## src/shared/hcm_params.svh

```systemverilog
/*
 Offsets, field positions, reset values and timing counts for the calibration, monitor
 and waveform memory register group. Assumes a 40 MHz core clock.
*/
// What this block does
// (RQ1) Calibration time is bits 5-4, default 2: 150-350, 250-450, 500-700 or 1000-1200 ms.
// (RQ2) Software picks a duration in which actuator acceleration settles at nominal drive.
// (RQ3) Control bit 2 is read-only: 0 before and 1 after the one-time memory is programmed.
// (RQ4) Writing one to bit 0 starts copying registers 0x16 to 0x1A into the one-time memory.
// (RQ5) Programming succeeds only once per device, and later launches are refused.
// (RQ6) The supply reading is an 8-bit code where volts equal code times 5.6 V over 255.
// (RQ7) The supply and period readings refresh only while a waveform is being driven.
// (RQ8) The resonance period reading is an 8-bit code where microseconds equal code times 98.46.
// (RQ9) The upper waveform memory address byte is read/write at 0xFD, reset to zero.
// (RQ10) The lower waveform memory address byte is read/write at 0xFE, reset to zero.
// (RQ11) A byte written to 0xFF is stored at the address formed by the upper and lower bytes.
// (RQ12) Each byte stored through 0xFF increments the combined address by one.
// (RQ13) The host may load the memory one byte per transaction or as a burst to 0xFF.
// (RQ14) Reserved bits of the control register read as zero and ignore writes.
`ifndef HCM_PARAMS_SVH
`define HCM_PARAMS_SVH

`define HCM_OFS_CTRL        8'h1E
`define HCM_OFS_SUPPLY      8'h21
`define HCM_OFS_PERIOD      8'h22
`define HCM_OFS_ADDR_HI     8'hFD
`define HCM_OFS_ADDR_LO     8'hFE
`define HCM_OFS_DATA        8'hFF
`define HCM_OFS_NVM_FIRST   8'h16
`define HCM_OFS_NVM_LAST    8'h1A

`define HCM_CAL_LSB         4
`define HCM_CAL_MSB         5
`define HCM_NVM_DONE_BIT    2
`define HCM_NVM_GO_BIT      0
`define HCM_CAL_RESET       2'h2

`define HCM_CLK_MHZ         40
`define HCM_CAL0_MIN_MS     150
`define HCM_CAL1_MIN_MS     250
`define HCM_CAL2_MIN_MS     500
`define HCM_CAL3_MIN_MS     1000
`define HCM_MS_CYCLES       (`HCM_CLK_MHZ * 1000)

`endif

```

## src/shared/hcm_pkg.sv

```systemverilog
/*
 Types shared by the register group and its waveform memory FIFO.
 Assumes the constants header is included alongside.
*/
package hcm_pkg;
    typedef enum logic [1:0] {
        HCM_NVM_IDLE,
        HCM_NVM_COPY,
        HCM_NVM_DONE
    } hcm_nvm_state_t;
endpackage : hcm_pkg

```

## src/shared/hcm_wr_if.sv

```systemverilog
/*
 Carrier for waveform memory write words between the register group and its FIFO.
 Assumes both ends share the core clock.
*/
`timescale 1ns/1ps
`default_nettype none
interface hcm_wr_if #(parameter int WIDTH = 24) ();
    logic             valid;
    logic             ready;
    logic [WIDTH-1:0] data;
    modport src  (output valid, output data, input ready);
    modport sink (input valid, input data, output ready);
endinterface : hcm_wr_if
`default_nettype wire

```

## src/core/hcm_fifo.sv

```systemverilog
/*
 Small synchronous FIFO with valid and ready on both sides.
 Assumes one clock and a synchronous active-high reset.
*/
`timescale 1ns/1ps
`default_nettype none
module hcm_fifo
    import hcm_pkg::*;
#(
    parameter int WIDTH = 24,
    parameter int DEPTH = 8
) (
    input  wire logic             core_clk_i,
    input  wire logic             srst_i,
    hcm_wr_if.sink                in_port,
    output logic                  out_valid_o,
    input  wire logic             out_ready_i,
    output logic [WIDTH-1:0]      out_data_o,
    output logic                  full_o
);
    localparam int AW = $clog2(DEPTH);

    if (DEPTH < 2 || (1 << AW) != DEPTH) begin : g_bad_depth
        $error("hcm_fifo depth must be a power of two");
    end

    logic [WIDTH-1:0] mem [DEPTH];
    logic [AW:0]      wr_ptr_reg;
    logic [AW:0]      rd_ptr_reg;
    logic             push;
    logic             pop;

    assign full_o        = (wr_ptr_reg[AW] != rd_ptr_reg[AW])
                           && (wr_ptr_reg[AW-1:0] == rd_ptr_reg[AW-1:0]);
    assign out_valid_o   = wr_ptr_reg != rd_ptr_reg;
    assign in_port.ready = !full_o;
    assign push          = in_port.valid && !full_o;
    assign pop           = out_valid_o && out_ready_i;
    assign out_data_o    = mem[rd_ptr_reg[AW-1:0]];

    always_ff @(posedge core_clk_i) begin
        if (push) begin
            mem[wr_ptr_reg[AW-1:0]] <= in_port.data;
        end
    end

    always_ff @(posedge core_clk_i) begin
        if (srst_i) begin
            wr_ptr_reg <= '0;
            rd_ptr_reg <= '0;
        end else begin
            if (push) wr_ptr_reg <= wr_ptr_reg + 1'b1;
            if (pop) rd_ptr_reg <= rd_ptr_reg + 1'b1;
        end
    end

    a_no_overflow: assert property (@(posedge core_clk_i) disable iff (srst_i)
        full_o |=> !(wr_ptr_reg != $past(wr_ptr_reg)))
        else $error("FIFO written while full");
endmodule : hcm_fifo
`default_nettype wire

```

## src/core/hcm_regs.sv

```systemverilog
/*
 Calibration selector, one-time memory status and launch, supply and resonance monitors,
 and the indirect waveform memory write port. Assumes a serial bus front end that
 delivers one byte write or read strobe per cycle with an 8-bit register offset.
*/
`timescale 1ns/1ps
`default_nettype none
`include "hcm_params.svh"
module hcm_regs
    import hcm_pkg::*;
#(
    parameter int FIFO_DEPTH = 8,
    parameter int NVM_BYTES  = 5
) (
    input  wire logic        core_clk_i,
    input  wire logic        srst_i,
    input  wire logic        reg_wr_i,
    input  wire logic        reg_rd_i,
    input  wire logic [7:0]  reg_addr_i,
    input  wire logic [7:0]  reg_wdata_i,
    output logic      [7:0]  reg_rdata_o,
    output logic             reg_wr_ready_o,
    input  wire logic        playing_i,
    input  wire logic        monitor_strobe_i,
    input  wire logic [7:0]  supply_sample_i,
    input  wire logic [7:0]  period_sample_i,
    input  wire logic        nvm_programmed_i,
    output logic             nvm_copy_o,
    output logic      [7:0]  nvm_copy_addr_o,
    input  wire logic        nvm_copy_ack_i,
    output logic      [1:0]  cal_time_sel_o,
    output logic      [31:0] cal_min_cycles_o,
    output logic             wave_valid_o,
    input  wire logic        wave_ready_i,
    output logic      [15:0] wave_addr_o,
    output logic      [7:0]  wave_data_o
);
    if (FIFO_DEPTH < 2) begin : g_bad_depth
        $error("hcm_regs needs a FIFO of at least two words");
    end
    if (NVM_BYTES != 5) begin : g_bad_nvm
        $error("hcm_regs copies exactly five bytes");
    end

    logic [1:0]     cal_sel_reg;
    logic           nvm_done_reg;
    hcm_nvm_state_t nvm_state_reg;
    logic [7:0]     nvm_addr_reg;
    logic [7:0]     supply_reg;
    logic [7:0]     period_reg;
    logic [7:0]     addr_hi_reg;
    logic [7:0]     addr_lo_reg;
    logic [7:0]     data_reg;
    logic [15:0]    addr_next;
    logic           wr_data;
    logic           fifo_full;
    logic [23:0]    fifo_out;

    hcm_wr_if #(.WIDTH(24)) wr_bus ();

    // A data write is only taken while the FIFO has room; the bus front end holds off.
    assign reg_wr_ready_o = !fifo_full;
    assign wr_data   = reg_wr_i && reg_addr_i == `HCM_OFS_DATA && wr_bus.ready;
    assign addr_next = {addr_hi_reg, addr_lo_reg} + 16'h0001;

    // Control register: only the calibration field is writable. [RQ14]
    always_ff @(posedge core_clk_i) begin
        if (srst_i) begin
            cal_sel_reg <= `HCM_CAL_RESET;
        end else if (reg_wr_i && reg_addr_i == `HCM_OFS_CTRL) begin
            cal_sel_reg <= reg_wdata_i[`HCM_CAL_MSB:`HCM_CAL_LSB]; // [RQ1]
        end
    end

    assign cal_time_sel_o = cal_sel_reg;

    // Least time of each window, so calibration never ends early. [RQ1]
    always_comb begin
        unique case (cal_sel_reg)
            2'h0: cal_min_cycles_o = 32'(`HCM_CAL0_MIN_MS * `HCM_MS_CYCLES);
            2'h1: cal_min_cycles_o = 32'(`HCM_CAL1_MIN_MS * `HCM_MS_CYCLES);
            2'h2: cal_min_cycles_o = 32'(`HCM_CAL2_MIN_MS * `HCM_MS_CYCLES);
            2'h3: cal_min_cycles_o = 32'(`HCM_CAL3_MIN_MS * `HCM_MS_CYCLES);
        endcase
    end

    // One-time copy of the calibration registers; refused once programmed.
    always_ff @(posedge core_clk_i) begin
        if (srst_i) begin
            nvm_state_reg <= HCM_NVM_IDLE;
            nvm_addr_reg  <= `HCM_OFS_NVM_FIRST;
            nvm_done_reg  <= 1'b0;
        end else begin
            unique case (nvm_state_reg)
                HCM_NVM_IDLE: begin
                    if (nvm_programmed_i) begin
                        nvm_done_reg  <= 1'b1; // [RQ3]
                        nvm_state_reg <= HCM_NVM_DONE;
                    end else if (reg_wr_i && reg_addr_i == `HCM_OFS_CTRL
                                 && reg_wdata_i[`HCM_NVM_GO_BIT]) begin
                        nvm_state_reg <= HCM_NVM_COPY; // [RQ4]
                        nvm_addr_reg  <= `HCM_OFS_NVM_FIRST;
                    end
                end
                HCM_NVM_COPY: begin
                    if (nvm_copy_ack_i) begin
                        if (nvm_addr_reg == `HCM_OFS_NVM_LAST) begin
                            nvm_state_reg <= HCM_NVM_DONE;
                            nvm_done_reg  <= 1'b1; // [RQ3]
                        end else begin
                            nvm_addr_reg <= nvm_addr_reg + 8'h01; // [RQ4]
                        end
                    end
                end
                HCM_NVM_DONE: begin
                    nvm_state_reg <= HCM_NVM_DONE; // [RQ5]
                end
            endcase
        end
    end

    assign nvm_copy_o      = nvm_state_reg == HCM_NVM_COPY;
    assign nvm_copy_addr_o = nvm_addr_reg;

    // Monitors refresh only while a waveform plays; software writes land unless a refresh takes the same cycle.
    always_ff @(posedge core_clk_i) begin
        if (srst_i) begin
            supply_reg <= 8'h00;
            period_reg <= 8'h00;
        end else if (playing_i && monitor_strobe_i) begin
            supply_reg <= supply_sample_i; // [RQ6] [RQ7]
            period_reg <= period_sample_i; // [RQ8] [RQ7]
        end else if (reg_wr_i && reg_addr_i == `HCM_OFS_SUPPLY) begin
            supply_reg <= reg_wdata_i;
        end else if (reg_wr_i && reg_addr_i == `HCM_OFS_PERIOD) begin
            period_reg <= reg_wdata_i;
        end
    end

    // Address bytes; a data write advances the pair, bursts included.
    always_ff @(posedge core_clk_i) begin
        if (srst_i) begin
            addr_hi_reg <= 8'h00; // [RQ9]
            addr_lo_reg <= 8'h00; // [RQ10]
        end else if (wr_data) begin
            addr_hi_reg <= addr_next[15:8]; // [RQ12] [RQ13]
            addr_lo_reg <= addr_next[7:0];
        end else if (reg_wr_i && reg_addr_i == `HCM_OFS_ADDR_HI) begin
            addr_hi_reg <= reg_wdata_i; // [RQ9]
        end else if (reg_wr_i && reg_addr_i == `HCM_OFS_ADDR_LO) begin
            addr_lo_reg <= reg_wdata_i; // [RQ10]
        end
    end

    always_ff @(posedge core_clk_i) begin
        if (srst_i) begin
            data_reg <= 8'h00;
        end else if (wr_data) begin
            data_reg <= reg_wdata_i;
        end
    end

    assign wr_bus.valid = reg_wr_i && reg_addr_i == `HCM_OFS_DATA;
    assign wr_bus.data  = {addr_hi_reg, addr_lo_reg, reg_wdata_i}; // [RQ11]

    hcm_fifo #(.WIDTH(24), .DEPTH(FIFO_DEPTH)) u_fifo (
        .core_clk_i  (core_clk_i),
        .srst_i      (srst_i),
        .in_port     (wr_bus),
        .out_valid_o (wave_valid_o),
        .out_ready_i (wave_ready_i),
        .out_data_o  (fifo_out),
        .full_o      (fifo_full)
    );

    assign wave_addr_o = fifo_out[23:8];
    assign wave_data_o = fifo_out[7:0];

    always_ff @(posedge core_clk_i) begin
        if (srst_i) begin
            reg_rdata_o <= 8'h00;
        end else if (reg_rd_i) begin
            unique case (reg_addr_i)
                `HCM_OFS_CTRL:    reg_rdata_o <= {2'b00, cal_sel_reg, 1'b0,
                                                  nvm_done_reg, 2'b00}; // [RQ14] [RQ3]
                `HCM_OFS_SUPPLY:  reg_rdata_o <= supply_reg;
                `HCM_OFS_PERIOD:  reg_rdata_o <= period_reg;
                `HCM_OFS_ADDR_HI: reg_rdata_o <= addr_hi_reg;
                `HCM_OFS_ADDR_LO: reg_rdata_o <= addr_lo_reg;
                `HCM_OFS_DATA:    reg_rdata_o <= data_reg;
                default:          reg_rdata_o <= 8'h00;
            endcase
        end
    end

    a_addr_increment: assert property (@(posedge core_clk_i) disable iff (srst_i) // [RQ12]
        wr_data |=> {addr_hi_reg, addr_lo_reg} == $past({addr_hi_reg, addr_lo_reg}) + 16'h0001)
        else $error("Address did not advance after a data write");
    // Checked at the FIFO head on a write into an empty FIFO, so a wrong packing or a lost push there is caught end to end.
    a_word_address: assert property (@(posedge core_clk_i) disable iff (srst_i) // [RQ11]
        wr_data && !wave_valid_o
        |=> wave_valid_o && wave_addr_o == $past({addr_hi_reg, addr_lo_reg})
            && wave_data_o == $past(reg_wdata_i))
        else $error("Stored word carries the wrong address");
    a_monitor_frozen: assert property (@(posedge core_clk_i) disable iff (srst_i) // [RQ7]
        !playing_i && !reg_wr_i |=> $stable(supply_reg) && $stable(period_reg))
        else $error("Monitor changed while idle");
    a_monitor_update: assert property (@(posedge core_clk_i) disable iff (srst_i) // [RQ6]
        playing_i && monitor_strobe_i |=> supply_reg == $past(supply_sample_i))
        else $error("Supply reading not refreshed");
    a_period_update: assert property (@(posedge core_clk_i) disable iff (srst_i) // [RQ8]
        playing_i && monitor_strobe_i |=> period_reg == $past(period_sample_i))
        else $error("Period reading not refreshed");
    a_nvm_once: assert property (@(posedge core_clk_i) disable iff (srst_i) // [RQ5]
        nvm_done_reg |=> nvm_done_reg && !nvm_copy_o)
        else $error("One-time memory relaunched");
    a_nvm_launch: assert property (@(posedge core_clk_i) disable iff (srst_i) // [RQ4]
        nvm_state_reg == HCM_NVM_IDLE && !nvm_programmed_i && reg_wr_i
        && reg_addr_i == `HCM_OFS_CTRL && reg_wdata_i[0]
        |=> nvm_copy_o && nvm_copy_addr_o == `HCM_OFS_NVM_FIRST)
        else $error("Programming did not start");
    a_ctrl_reserved: assert property (@(posedge core_clk_i) disable iff (srst_i) // [RQ14]
        reg_rd_i && reg_addr_i == `HCM_OFS_CTRL
        |=> reg_rdata_o[7:6] == 2'b00 && reg_rdata_o[3] == 1'b0
            && reg_rdata_o[1:0] == 2'b00)
        else $error("Reserved control bits read nonzero");
    a_cal_field: assert property (@(posedge core_clk_i) disable iff (srst_i) // [RQ1]
        reg_wr_i && reg_addr_i == `HCM_OFS_CTRL
        |=> cal_time_sel_o == $past(reg_wdata_i[5:4]))
        else $error("Calibration field not written");

    c_burst: cover property (@(posedge core_clk_i) wr_data ##1 wr_data ##1 wr_data);
    c_full: cover property (@(posedge core_clk_i) fifo_full);
    c_nvm_done: cover property (@(posedge core_clk_i) $rose(nvm_done_reg));
    c_monitor: cover property (@(posedge core_clk_i) playing_i && monitor_strobe_i);
endmodule : hcm_regs
`default_nettype wire

```

## config.mk

```make
export PLATFORM = sky130hd
export DESIGN_NAME = hcm_regs
export DESIGN_NICKNAME = d
export VERILOG_FILES = /design/src/shared/hcm_pkg.sv /design/src/shared/hcm_wr_if.sv /design/src/core/hcm_fifo.sv /design/src/core/hcm_regs.sv
export VERILOG_INCLUDE_DIRS = /design/src /design/src/shared
export SDC_FILE = /design/constraint.sdc
export NUM_CORES = 1
export LEC_CHECK = 0
export BUFFER_PORTS_ARGS = -buffer_cell sky130_fd_sc_hd__buf_2
export CORE_ASPECT_RATIO = 0.8
export CORE_UTILIZATION = 58
export CTS_CLUSTER_DIAMETER = 50
export DETAILED_ROUTE_END_ITERATION = 8
export PLACE_DENSITY = 0.79
export SYNTH_ARGS = -nofsm -noshare
export SYNTH_HDL_FRONTEND = slang
export SYNTH_SLANG_ARGS = --single-unit
export TNS_END_PERCENT = 5
```

## constraint.sdc

```tcl
create_clock -name core_clk_i -period 6.85 [get_ports core_clk_i]
set_clock_uncertainty 0.05 [all_clocks]
set_input_delay 0.685 -clock core_clk_i [delete_from_list [all_inputs] [get_ports core_clk_i]]
set_output_delay 0.685 -clock core_clk_i [all_outputs]
set_load 0.02 [all_outputs]
```

==> flow_summary.yaml <==
status:
  status: "complete, no violations"
clocking:
  ctsLongestPathBuffers: 3
  cts.clk_slew.worst_paths_ns: 0.06
  clk_latency_ns: 0.53
  cts_tree: "done"
  cts_root_buffer: "clkbuf_16"
  cts_resized: 0
  post_cts_buffers: 0
  numCtsBuffers: 26
  ctsHoldBuffers: 0
  clock-sinks: 264
  cts-htree-levels: 1
timing:
  fin_crit_sh_pct: 53.1
  timing.fmax_mhz: 275
  grt_setup_unrepaired: "false"
  tightest_slew_ns: 1.19
  relSlewSlack_pct: 20.6
  final.setup.tns_ns: 0
  fin_crit_ns: 3.64
  final_max_slew_viol_count: 0
  finalSetupViolCount: 0
  timing.hold.ws_ns: 0.364
  hold_viol: 0
final_layout:
  diodes: 0
  layout_common_cells: "edfxtp_1 (192), buf_2 (103), dfxtp_1 (70), nand2_1 (57), mux4_2 (48)"
  synthToLayoutAreaGrowth_pct: 13.2
  largest_reg_flops: 192
  drive_gt1_share_pct: 28.8
  nets: 927
  n_fill_cell: 1356
  final_common_cell: "edfxtp_1"
synth:
  synth_area_leader_cell: "edfxtp_1"
  async_flop_share_pct: 0
  ys.warnings.count: 0
  post_synth_num_cell_types: 64
  syn_inst: 779
  synth_seq_area_share_pct: 63.8
  yosys-top-cells-area: "edfxtp_1 (51%), dfxtp_1 (13%), mux4_2 (9.6%), mux2_2 (2.8%), nand2_1 (1.9%)"
  syn_area_sq_um: 11300
  synth_top_area_share_pct: 51.0
  synthFlopType: "edfxtp_1"
  syn_avg_cell_area_sq_um: 14.5
  yosys_register_bits: 264
  synth_edf_count: 192
global_route:
  track_usage_pct: 25.4
  grt_first_pass_wirelength_mm: 38.3
  grt_pass1_vias: 6785
  antenna_found_initial: 0
  grt_max_degree: 81
  overflow: 0
routing:
  drt-pass1-iter-count: 7
  initialDrtViolationCount: 778
  ant_nets: 0
  wl_per_cell_microns: 21.5
  routed_wl_mm: 24.8
  vias: 7185
  drcViolationCount: 0
  vias_per_cell: 6.24
setup_path:
  crit_path_end_kind: "flop"
  crit_arrival_ns: 3.79
  critical_path_class: "input pin to flop"
  reg2reg_depth: 6
  cp.required_ns: 7.01
  reg2reg_slack_ns: 3.28
  r2r_start: "u_fifo.wr_ptr_reg[0]"
  cp_max_fo: 18
  rr_endpoint: "u_fifo.mem[2][23]"
  crit_chain: "buf_2 -> nand3_1 -> nor3_2 -> nand2_1 -> nor4b_2 -> buf_4"
  cp-start-kind: "input pin"
  worst_path_max_delay_cell: "nor4b_2"
  critPathMaxStageDelay_ns: 1.12
pwr:
  clkPwrFrac_pct: 41.9
  powerDensity_nw_per_um2: 246
  p_leak_nw: 4.63
  p_int_mw: 2.48
  seq_power_share_pct: 54.5
  pwr-share-comb_pct: 3.6
  p_switching_mw: 0.669
  peakVddDrop_mv: 0.178
  swShare_pct: 21.2
floorplan:
  die_h_microns: 127
  coreArea_sq_um: 19000
  dieArea_sq_um: 20000
  start_util_pct: 59.4
  rows: 45
  dieWidth_microns: 158
  ios: 118
worst_hold_path:
  hold_class: "input pin to flop"
  hold_path_end: "nvm_state_reg[0]"
  min_from: "nvm_programmed_i"
  hold_depth: 2
placement:
  gp_congestion: 0.888
  hpwl_mm: 15.1
  numPortBuffers: 103
flow_run:
  maxCapViolations: 0
==> layout make-up <==
type | count | area [sq um] | share of cell area [%]
clock buffer | 29 | 662 | 5.17
clock inverter | 19 | 133 | 1.04
inverter | 21 | 78.8 | 0.616
multi-input combinational | 442 | 3760 | 29.4
sequential | 264 | 7210 | 56.4
tap | 258 | 323 | 2.52
timing repair buffer | 118 | 628 | 4.91
==> routing by layer <==
metal / share of wire, % / global-route usage [%] / up-vias / routed length (microns)
met5: 0 / 0 / - / 0
met4: 1.7 / 6.22 / 0 / 428
met3: 9.5 / 3.59 / 41 / 2340
met2: 47 / 39.9 / 427 / 11700
met1: 42 / 37.5 / 3511 / 10300
li1: - / - / 3206 / -
==> worst max-delay path: cells and delay by family <==
family	cells	cell delay, ns
buffers and inverters	2	0.53
and+or+nand+nor	4	2.57
==> worst max-delay path by stage <==
stage                  startpoint                end  slack (ns)  cells past startpoint
floorplan                reg_wr_i   u_fifo.mem[1][0]        2.19                      5
global placement    reg_addr_i[4]  u_fifo.mem[2][21]        2.85                      6
detailed placement  reg_addr_i[4]  u_fifo.mem[2][21]        2.74                      6
CTS                 reg_addr_i[4]  u_fifo.mem[2][23]        3.29                      6
global route        reg_addr_i[3]  u_fifo.mem[2][23]        3.00                      6
finish              reg_addr_i[4]  u_fifo.mem[2][23]        3.21                      6
==> through the flow <==
step	setup slack (ns)	power (mW)	area, sq um	util [%]	cells
floorplan	2.19	1.83	11300	-	792
global placement	2.85	1.86	12000	63.1	1103
detailed placement	2.74	1.86	12000	63.1	1103
CTS	3.29	3.17	12800	67.2	1151
global route	3.00	3.24	12800	67.2	1151
finish	3.21	3.15	12800	67.2	1151
==> power by group through the flow <==
| stage | clock (mW) | combinational (mW) | sequential (mW) |
|---|---|---|---|
| floorplan | 0 | 0.0820 | 1.75 |
| global placement | 0 | 0.110 | 1.75 |
| detailed placement | 0 | 0.112 | 1.75 |
| CTS | 1.34 | 0.112 | 1.72 |
| global route | 1.40 | 0.125 | 1.72 |
| finish | 1.32 | 0.114 | 1.72 |
==> cells by family after synthesis <==
family	Yosys count	synth area share (%)
and+or+nand+nor	199	9.27
DFF	264	63.8
AOI/OAI and AO/OA	121	7.72
xor gates and xnor gates	9	0.698
adders and majority gates	13	1.44
muxes	86	13.2
buffers and inverters	86	3.82
other	1	0.0332
==> cell usage after synthesis (13+ instances only) <==
master      n
edfxtp_1  192
dfxtp_1    72
nand2_1    57
mux4_2     48
nor2_1     43
a21oi_1    31
mux2_2     28
buf_4      23
clkbuf_1   22
nand3_1    22
inv_1      20
nor3_1     18
o21ai_0    16
a222oi_1   13
ha_1       13
(Power assumes the default switching activity.)
